**src/hdl/ssx_pkg.sv**
```systemverilog
// Purpose: constants and types for the skip / subtract / swap execution block
// Assumes: 8-bit data memory and accumulator, one instruction cycle per clk_sys edge
// Notes: flag vector bit positions are shared by the flag unit and the sequencer
package ssx_pkg;

    localparam int DATA_W = 8;
    localparam int FLAG_W = 6;

    // flag vector bit positions
    localparam int FLAG_SIGNED_WRAP = 0;
    localparam int FLAG_NULL_RESULT = 1;
    localparam int FLAG_NIBBLE_BORROW = 2;
    localparam int FLAG_BORROW_FREE = 3;
    localparam int FLAG_SIGNED_BORROW = 4;
    localparam int FLAG_MULTI_BYTE_NULL = 5;

    localparam logic [DATA_W-1:0] ZERO_BYTE = 8'h00;
    localparam logic [DATA_W-1:0] ONE_BYTE = 8'h01;

    typedef enum logic [2:0] {
        OP_INC_SKIP_ZERO_TO_ACCUM = 3'h0,
        OP_SKIP_IF_NONZERO = 3'h1,
        OP_SUBTRACT_TO_ACCUM = 3'h2,
        OP_SUBTRACT_TO_MEMORY = 3'h3,
        OP_NIBBLE_EXCHANGE = 3'h4
    } ssx_op_t;

    typedef enum logic [1:0] {
        ST_IDLE = 2'h0,
        ST_DUMMY = 2'h1
    } ssx_state_t;

    typedef struct packed {
        ssx_state_t state;
        logic acc_wr;
        logic [DATA_W-1:0] acc_data;
        logic mem_wr;
        logic [DATA_W-1:0] mem_data;
        logic flags_wr;
        logic [FLAG_W-1:0] flags;
        logic skip;
        logic dummy;
        logic done;
    } ssx_regs_t;

    localparam ssx_regs_t SSX_REGS_RESET = '0;

endpackage : ssx_pkg

```
**src/hdl/ssx_exec.sv**
```systemverilog
// Purpose: execution of increment-skip, nonzero-skip, subtract and nibble exchange
// Assumes: sequencer presents the addressed byte and accumulator with op_valid
// Notes: a taken skip holds op_ready low for one dummy instruction cycle
module ssx_exec
    import ssx_pkg::*;
(
    input wire logic clk_sys,
    input wire logic reset,
    input wire logic op_valid,
    input wire logic [2:0] op_code,
    input wire logic [DATA_W-1:0] mem_rd_data,
    input wire logic [DATA_W-1:0] acc_rd_data,
    output logic op_ready,
    output logic op_done,
    output logic acc_wr_en,
    output logic [DATA_W-1:0] acc_wr_data,
    output logic mem_wr_en,
    output logic [DATA_W-1:0] mem_wr_data,
    output logic flags_wr_en,
    output logic [FLAG_W-1:0] flags_wr_data,
    output logic skip_next,
    output logic dummy_cycle
);

    ssx_regs_t regs_reg;
    ssx_regs_t regs_next;

    logic op_take;
    logic [DATA_W-1:0] inc_sum;
    logic [DATA_W-1:0] sub_diff;
    logic [FLAG_W-1:0] sub_flags;
    logic [DATA_W-1:0] swapped;

    ssx_sub_flags #(
        .W(DATA_W)
    ) u_sub (
        .minuend(acc_rd_data),
        .subtrahend(mem_rd_data),
        .difference(sub_diff),
        .flags(sub_flags)
    );

    assign op_ready = (regs_reg.state == ST_IDLE);
    assign op_take = op_valid && op_ready;
    assign inc_sum = mem_rd_data + ONE_BYTE;
    assign swapped = {mem_rd_data[DATA_W/2-1:0], mem_rd_data[DATA_W-1:DATA_W/2]};

    always_comb begin
        regs_next = regs_reg;
        regs_next.acc_wr = 1'b0;
        regs_next.mem_wr = 1'b0;
        regs_next.flags_wr = 1'b0;
        regs_next.skip = 1'b0;
        regs_next.dummy = 1'b0;
        regs_next.done = 1'b0;
        case (regs_reg.state)
            ST_IDLE: begin
                if (op_valid) begin
                    regs_next.done = 1'b1;
                    case (op_code)
                        OP_INC_SKIP_ZERO_TO_ACCUM: begin
                            // memory port stays quiet, only the accumulator takes the sum
                            regs_next.acc_wr = 1'b1;
                            regs_next.acc_data = inc_sum;
                            regs_next.skip = (inc_sum == ZERO_BYTE);
                        end
                        OP_SKIP_IF_NONZERO: begin
                            regs_next.skip = (mem_rd_data != ZERO_BYTE);
                        end
                        OP_SUBTRACT_TO_ACCUM: begin
                            regs_next.acc_wr = 1'b1;
                            regs_next.acc_data = sub_diff;
                            regs_next.flags_wr = 1'b1;
                            regs_next.flags = sub_flags;
                        end
                        OP_SUBTRACT_TO_MEMORY: begin
                            regs_next.mem_wr = 1'b1;
                            regs_next.mem_data = sub_diff;
                            regs_next.flags_wr = 1'b1;
                            regs_next.flags = sub_flags;
                        end
                        OP_NIBBLE_EXCHANGE: begin
                            regs_next.mem_wr = 1'b1;
                            regs_next.mem_data = swapped;
                        end
                        default: begin
                            // unknown code completes with no effect
                            regs_next.done = 1'b1;
                        end
                    endcase
                    if (regs_next.skip) begin
                        // completion moves to the dummy cycle
                        regs_next.done = 1'b0;
                        regs_next.state = ST_DUMMY;
                    end
                end
            end
            ST_DUMMY: begin
                // dummy slot writes nothing so the skipped instruction leaves no trace
                regs_next.dummy = 1'b1;
                regs_next.done = 1'b1;
                regs_next.state = ST_IDLE;
            end
            default: begin
                regs_next.state = ST_IDLE;
            end
        endcase
    end

    always_ff @(posedge clk_sys) begin
        if (reset) begin
            regs_reg <= SSX_REGS_RESET;
        end else begin
            regs_reg <= regs_next;
        end
    end

    assign op_done = regs_reg.done;
    assign acc_wr_en = regs_reg.acc_wr;
    assign acc_wr_data = regs_reg.acc_data;
    assign mem_wr_en = regs_reg.mem_wr;
    assign mem_wr_data = regs_reg.mem_data;
    assign flags_wr_en = regs_reg.flags_wr;
    assign flags_wr_data = regs_reg.flags;
    assign skip_next = regs_reg.skip;
    assign dummy_cycle = regs_reg.dummy;

    // helper copies of the taken op for checks
    logic take_inc;
    logic take_nz;
    logic take_sub_acc;
    logic take_sub_mem;
    logic take_swap;
    logic take_sub;
    logic [DATA_W-1:0] exp_diff;
    logic exp_no_borrow;
    logic exp_zero;
    logic [DATA_W:0] exp_sdiff;
    logic exp_wrap;
    logic exp_nib_free;

    assign take_inc = op_take && (op_code == OP_INC_SKIP_ZERO_TO_ACCUM);
    assign take_nz = op_take && (op_code == OP_SKIP_IF_NONZERO);
    assign take_sub_acc = op_take && (op_code == OP_SUBTRACT_TO_ACCUM);
    assign take_sub_mem = op_take && (op_code == OP_SUBTRACT_TO_MEMORY);
    assign take_swap = op_take && (op_code == OP_NIBBLE_EXCHANGE);
    assign take_sub = take_sub_acc || take_sub_mem;
    assign exp_diff = acc_rd_data - mem_rd_data;
    assign exp_no_borrow = (acc_rd_data >= mem_rd_data);
    assign exp_zero = (acc_rd_data == mem_rd_data);
    // sign-extended difference: top two bits differ on signed overflow
    assign exp_sdiff = {acc_rd_data[DATA_W-1], acc_rd_data} - {mem_rd_data[DATA_W-1], mem_rd_data};
    assign exp_wrap = exp_sdiff[DATA_W] ^ exp_sdiff[DATA_W-1];
    assign exp_nib_free = (acc_rd_data[DATA_W/2-1:0] >= mem_rd_data[DATA_W/2-1:0]);
endmodule : ssx_exec

```
**src/hdl/ssx_sub_flags.sv**
```systemverilog
// Purpose: accumulator minus memory byte with the six status flags
// Assumes: purely combinational, operands stable within the cycle
// Notes: nibble and byte borrow flags are borrow-free, set means no borrow; signed borrow is set on a borrow
module ssx_sub_flags
    import ssx_pkg::*;
#(
    parameter int W = DATA_W
) (
    input wire logic [W-1:0] minuend,
    input wire logic [W-1:0] subtrahend,
    output logic [W-1:0] difference,
    output logic [FLAG_W-1:0] flags
);

    localparam int H = W / 2;

    logic [W:0] full_diff;
    logic [H:0] low_diff;
    logic wrap;

    assign full_diff = {1'b0, minuend} - {1'b0, subtrahend};
    assign low_diff = {1'b0, minuend[H-1:0]} - {1'b0, subtrahend[H-1:0]};
    assign difference = full_diff[W-1:0];
    // signs differ and result sign follows the subtrahend
    assign wrap = (minuend[W-1] ^ subtrahend[W-1]) & (minuend[W-1] ^ full_diff[W-1]);

    always_comb begin
        flags = '0;
        flags[FLAG_SIGNED_WRAP] = wrap;
        flags[FLAG_NULL_RESULT] = (full_diff[W-1:0] == '0);
        flags[FLAG_NIBBLE_BORROW] = ~low_diff[H];
        flags[FLAG_BORROW_FREE] = ~full_diff[W];
        flags[FLAG_SIGNED_BORROW] = wrap ^ full_diff[W-1];
        // single-byte subtract: chain zero equals plain zero
        flags[FLAG_MULTI_BYTE_NULL] = (full_diff[W-1:0] == '0);
    end

endmodule : ssx_sub_flags

```
**config.mk**
```make
export PLATFORM = sky130hd
export DESIGN_NAME = ssx_exec
export DESIGN_NICKNAME = d
export VERILOG_FILES = /design/src/hdl/ssx_pkg.sv /design/src/hdl/ssx_exec.sv /design/src/hdl/ssx_sub_flags.sv
export SDC_FILE = /design/constraint.sdc
export NUM_CORES = 1
export LEC_CHECK = 0
export ABC_AREA = 1
export BUFFER_PORTS_ARGS = -buffer_cell sky130_fd_sc_hd__buf_2
export CORE_MARGIN = 2
export CORE_UTILIZATION = 39
export DETAILED_ROUTE_END_ITERATION = 10
export PLACE_DENSITY_LB_ADDON = 0.25
export SETUP_SLACK_MARGIN = 0.2
export SYNTH_ARGS = -nofsm -noshare
export SYNTH_HDL_FRONTEND = slang
export SYNTH_SLANG_ARGS = --single-unit
```
**constraint.sdc**
```tcl
create_clock -name clk_sys -period 3.7 [get_ports clk_sys]
set_input_delay 1.11 -clock clk_sys [delete_from_list [all_inputs] [get_ports clk_sys]]
set_output_delay 1.11 -clock clk_sys [all_outputs]
set_load 0.005 [all_outputs]
```
==> impl_metrics.py, run 1 <==
metrics = {
    "detailed_routing": {
        "post_drt_wl_per_cell_um": 13.00,
        "viasPerCell": 5.045,
        "dr.first_iter.drc_count": 96,
        "routed_wl_um": 4641,
        "ant_nets": 0,
        "drc": 0,
        "num_vias": 1801,
        "drt_pre_antenna_iters": 4,
    },
    "cts": {
        "cts_root_buf": "clkbuf_8",
        "numCtsBuffers": 3,
        "htree_levels": 1,
        "cts_buffer_depth": 2,
        "numClockSinks": 28,
        "clock_latency_ns": 0.28,
        "cts_tree": "built",
        "clkTransAtPathRegs_ns": 0.09,
    },
    "synth": {
        "yosys.area_share.adder_pct": 10.19,
        "yosys.cell_types.count": 31,
        "ys_seq_area_share_pct": 32.14,
        "netlist_area_um2": 1744,
        "synth_seq_cells": 28,
        "synth_top_family_by_area": "simple AND/OR/NAND/NOR gates",
        "synthCells": 256,
        "avgSynthCellArea_um2": 6.813,
        "yosysTopAreaCellShare_pct": 32.14,
        "synthArstFlopShare_pct": 0,
        "synth_edf_count": 0,
        "synth-compound-area-share_pct": 18.08,
        "ys_warn_count": 0,
        "yosysTopAreaCell": "dfxtp_1",
        "synth_nets": 291,
        "synthFlopType": "dfxtp_1",
        "synth_xor_area_share_pct": 1.004,
        "synth-simple-area-share_pct": 28.05,
        "synth_area_leaders": "dfxtp_1, nand2_1, inv_1, ha_1, a21oi_1",
        "synthMuxAreaShare_pct": 0,
    },
    "floorplanning": {
        "num_rows": 24,
        "fp.dieH_um": 70.88,
        "coreArea_um2": 4324,
        "die_w_um": 70.88,
        "start_util_pct": 40.34,
        "dieArea_um2": 5023,
        "io_pins": 51,
    },
    "timing": {
        "setup_violations": 0,
        "setup_tns_ns": 0,
        "slew-limit-headroom_pct": 65.98,
        "finalHoldViolations": 0,
        "rsz0062_at_grt": "no",
        "fmax_ghz": 0.3130,
        "worst_slew_pin_slew_ns": 0.5098,
        "slew_viol_final": 0,
        "final.period_utilization_pct": 86.35,
        "clock_skew_ns": 0.006593,
        "fin_crit_ns": 3.195,
    },
    "setup_path": {
        "path_cells": "buf_2 -> inv_1 -> ha_1 -> a21oi_2 -> nand2_1 -> nand2_1 -> nand2_1 -> nand2_1 -> nand2_1 -> a21oi_1 -> fa_1 -> xor2_1 -> o21ai_0 -> o211ai_1 -> inv_1",
        "worstPathArrival_ns": 3.42,
        "critical_path.top_delay_family": "adder cells",
        "crit_top_cell": "nand2_1",
        "critPathMaxFanout": 6,
        "cp-start-kind": "input pin",
        "required_ns": 3.92,
        "crit_type": "input pin to flip-flop",
        "r2r-start": "regs_reg[28]$_SDFFE_PP0P_",
        "cp-startpoint": "mem_rd_data[2]",
        "max_stage_delay_ns": 0.50,
        "cp_num_buf_inv": 3,
        "cpMaxStageDelayCell": "fa_1",
        "endpoint_kind": "flip-flop",
    },
    "final_layout": {
        "fill_cells": 488,
        "stdcell_area_um2": 2088,
        "layout-drive-gt1-share_pct": 22.30,
        "final_common_cell": "nand2_1",
        "fin_nets": 341,
        "layout.cells.non_filler": 357,
        "n_antenna_cell": 0,
        "layout_common_cells": "nand2_1, buf_2, inv_1",
        "syn_to_final_growth_pct": 19.73,
    },
    "worst_hold_path": {
        "hold_path.startpoint": "flags_wr_data[1]$_SDFFE_PP0P_",
        "hold_class": "flip-flop to flip-flop",
    },
    "global_route": {
        "grt_max_degree": 21,
        "grt_pass1_vias": 1721,
        "grt_use_total_pct": 19.46,
        "grt-ovfl-total": 0,
        "antenna_found_initial": 0,
        "grt_pass1_wl_um": 7879,
    },
    "placement": {
        "gp_congestion": 0.9198,
        "placed_cells": 353,
        "portBuffers": 50,
        "post_dp_cell_area_um2": 2029,
        "place_hpwl_um": 3760,
    },
    "pwr": {
        "pwr_density_cell_nw_per_um2": 323.9,
        "power_leakage_nw": 1.128,
        "ir_drop_mv": 0.2363,
    },
    "outcome": {
        "status": "complete, no violations",
    },
    "flow_run": {
        "maxCapViolations": 0,
    },
}
==> where the power goes <==
| part | internal (mW) | switching [mW] | total [mW] |
|---|---|---|---|
| logic | 0.0614 | 0.106 | 0.167 |
| clock network | 0.0953 | 0.0935 | 0.189 |
| registers | 0.315 | 0.00550 | 0.320 |
| total | 0.471 | 0.205 | 0.676 |
==> worst reg2reg max path, cell delays in order, from the launching register on <==
cell,delay (ns)
dfxtp_1,0.33
nor2_1,0.14
inv_1,0.11
a21oi_2,0.36
inv_1,0.25
a21oi_1,0.28
a21oi_1,0.11
==> repair_timing <==
action	4_1_cts	5_1_grt
setup endpoints to repair	0	1
hold buffers	0	0
gates resized for setup	0	1
buffers inserted	0	0
==> worst paths after layout <==
| path | slack [ns] | to | cells after the start |
|---|---|---|---|
| hold / removal | 0.49 | flags_wr_data[1]$_SDFFE_PP0P_ | 2 |
| hold reg to reg | 0.49 | flags_wr_data[1]$_SDFFE_PP0P_ | 2 |
| setup reg to reg | 2.02 | mem_wr_data[6]$_SDFFE_PP0P_ | 6 |
| setup / recovery | 0.51 | flags_wr_data[0]$_SDFFE_PP0P_ | 15 |
==> cells by family (layout without fill, tap and decap cells) <==
family,count (synthesis),in the layout
flip-flops,28,28
adder cells (fa/ha/maj),13,13
buffers and inverters,46,95
AO/OA/AOI/OAI,57,57
AND/OR/NAND/NOR,110,110
XOR/XNOR,2,2
==> per-layer routing <==
metal	share of wire [%]	global-route usage [%]	vias up	wire length, µm
li1	-	-	932	-
met1	48	26.90	826	2221
met2	47	31.46	37	2175
met3	4.3	3.989	6	199
met4	0.95	4.403	0	44
met5	0	0	-	0
==> metrics by stage <==
step | power [mW] | hold WS [ns] | util (%) | setup WS, ns
4_1_cts | 0.6817 | 0.4953 | 48.21 | 0.4913
5_1_grt | 0.7236 | 0.5095 | 48.29 | 0.2377
3_5_place_dp | 0.4923 | 0.4754 | 46.93 | 0.2250
2_1_floorplan | 0.4326 | 0.4689 | - | 0.5545
6_report | 0.6764 | 0.4900 | 48.29 | 0.5050
3_3_place_gp | 0.4906 | 0.4730 | 46.93 | 0.3043
==> cell usage after synthesis, drive strengths merged (2+ instances only) <==
master / instances
nand3: 15
nand3b: 2
nor2: 28
nand2: 60
ha: 11
nand4: 2
xor2: 2
a21oi: 24
a31oi: 6
o22ai: 2
inv: 41
o21ai: 21
dfxtp: 28
buf: 3
clkbuf: 2
fa: 2
==> final cells by class <==
type                       instances  area [µm²]  area share [%]
inverter                          41       153.9           7.370
multi-input combinational        182        1003           48.05
sequential                        28       560.5           26.84
clock buffer                       4       55.05           2.636
timing repair buffer              50       250.2           11.98
tap                               52       65.06           3.116
Note: power is estimated with default switching activity, not from simulation.
==> inputs of run 2 (changes only) <==
==> constraint.sdc (replaced) <==
create_clock -name clk_sys -period 3.7 [get_ports clk_sys]
set_input_delay 0 -clock clk_sys [delete_from_list [all_inputs] [get_ports clk_sys]]
set_output_delay 0 -clock clk_sys [all_outputs]
set_load 0.005 [all_outputs]
==> impl_metrics.py, run 2 (same netlist as run 1, synthesis figures left out) <==
metrics = {
    "timing": {
        "final.period_utilization_pct": 57.17,
        "worst_slack_ns": 1.585,
        "clock_skew_ns": 0.002349,
        "setup_tns_ns": 0,
        "fmax_ghz": 0.4728,
        "rsz0062_at_grt": "no",
        "fin_crit_ns": 2.115,
        "setup_violations": 0,
        "finalHoldViolations": 0,
        "slew-limit-headroom_pct": 66.01,
        "slew_viol_final": 0,
        "worst_slew_pin_slew_ns": 0.5093,
    },
    "global_route": {
        "antenna_found_initial": 0,
        "grt_max_degree": 21,
        "grt_pass1_wl_um": 7976,
        "grt_use_total_pct": 19.57,
        "grt_pass1_vias": 1746,
        "grt-ovfl-total": 0,
    },
    "worst_hold_path": {
        "min_path_cells": 3,
        "hold_class": "input pin to flip-flop",
    },
    "setup_path": {
        "endpoint_kind": "flip-flop",
        "endpoint": "flags_wr_data[0]$_SDFFE_PP0P_",
        "ff2ff_path_depth": 6,
        "reg2reg_setup_slack_ns": 2.05,
        "cp-startpoint": "mem_rd_data[2]",
        "required_ns": 3.92,
        "cp-start-kind": "input pin",
        "crit_type": "input pin to flip-flop",
        "worstPathArrival_ns": 2.34,
        "r2r-start": "regs_reg[28]$_SDFFE_PP0P_",
        "critPathMaxFanout": 6,
        "r2r-end": "mem_wr_data[6]$_SDFFE_PP0P_",
    },
    "detailed_routing": {
        "drc": 0,
        "viasPerCell": 5.081,
        "ant_nets": 0,
        "routed_wl_um": 4618,
        "drt_pre_antenna_iters": 4,
        "post_drt_wl_per_cell_um": 12.90,
        "num_vias": 1819,
        "dr.first_iter.drc_count": 126,
    },
    "pwr": {
        "pwr_density_cell_nw_per_um2": 322.8,
        "power_leakage_nw": 1.132,
        "power_mw": 0.6761,
        "ir_drop_mv": 0.2425,
    },
    "placement": {
        "placed_cells": 353,
        "dp_slack_ns": 1.318,
        "gp_congestion": 0.9198,
        "place_hpwl_um": 3747,
        "portBuffers": 50,
    },
    "floorplanning": {
        "die_w_um": 70.88,
        "fp.dieH_um": 70.88,
        "dieArea_um2": 5023,
        "io_pins": 51,
        "start_util_pct": 40.34,
        "num_rows": 24,
        "coreArea_um2": 4324,
    },
    "cts": {
        "cts_buffer_depth": 2,
        "clock_latency_ns": 0.27,
        "cts_setup_buffers": 0,
        "htree_levels": 1,
        "numCtsBuffers": 3,
        "cts_tree": "built",
        "clkTransAtPathRegs_ns": 0.09,
        "cts_resized": 0,
        "cts_root_buf": "clkbuf_8",
        "numClockSinks": 28,
    },
    "final_layout": {
        "final_util_pct": 48.44,
        "layout_common_cells": "nand2_1, buf_2, inv_1",
        "syn_to_final_growth_pct": 20.09,
        "layout.cells.non_filler": 358,
        "n_antenna_cell": 0,
        "layout-drive-gt1-share_pct": 21.90,
        "fin_nets": 342,
        "final_common_cell": "nand2_1",
    },
    "outcome": {
        "status": "complete, no violations",
    },
    "flow_run": {
        "maxCapViolations": 0,
    },
}
run 2: repair_timing:
item                                   in CTS  in global routing
endpoints found under the hold margin       4                  0
hold buffers                                1                  0
setup endpoints to repair                   0                  0
run 2: stage by stage:
stage,hold WS (ns),cell area (µm²)
2_1_floorplan,0.06907,1744
3_3_place_gp,0.2442,2029
3_5_place_dp,0.2453,2029
4_1_cts,0.06157,2095
5_1_grt,0.06338,2095
6_report,0.07577,2095
run 2: how the worst min path moves through the flow:
stage,startpoint,endpoint,slack (ns)
after CTS,mem_rd_data[5],mem_wr_data[1]$_SDFFE_PP0P_,0.06
after global placement,reset,flags_wr_data[1]$_SDFFE_PP0P_,0.24
after floorplan,reset,flags_wr_data[1]$_SDFFE_PP0P_,0.07
after detailed placement,reset,flags_wr_data[1]$_SDFFE_PP0P_,0.25
after global routing,mem_rd_data[5],mem_wr_data[1]$_SDFFE_PP0P_,0.06
final,mem_rd_data[5],mem_wr_data[1]$_SDFFE_PP0P_,0.08
run 2: final cells by class:
| cell class | count | area (µm²) |
|---|---|---|
| clock buffers | 4 | 55.05 |
| fillers | 488 | 2230 |
| inverters | 41 | 153.9 |
| multi-input cells | 182 | 999.7 |
| flip-flops and latches | 28 | 560.5 |
| well taps | 52 | 65.06 |
| repair buffers | 51 | 260.3 |
run 2: routing by layer:
layer | vias to the layer above | global-route usage [%] | share of wire, %
li1 | 930 | - | -
met1 | 823 | 26.41 | 47
met2 | 58 | 32.09 | 46
met3 | 8 | 4.416 | 5.6
met4 | 0 | 4.403 | 1.7
met5 | - | 0 | 0
run 2: report_power, final:
group | internal [mW] | total (mW) | switching (mW)
registers | 0.315 | 0.320 | 0.00537
clock network | 0.0953 | 0.189 | 0.0937
logic | 0.0617 | 0.167 | 0.105
total | 0.472 | 0.676 | 0.204
run 2: critical path: stages:
cell      delay [ns]
buf_2           0.13
inv_1           0.08
ha_1            0.35
a21oi_1         0.19
nand2_1         0.08
nand2_1         0.08
nand2_1         0.05
nand2_1         0.12
nand2_1         0.06
a21oi_1         0.17
fa_1            0.50
xor2_1          0.18
o21ai_0         0.14
o211ai_1        0.10
inv_1           0.09
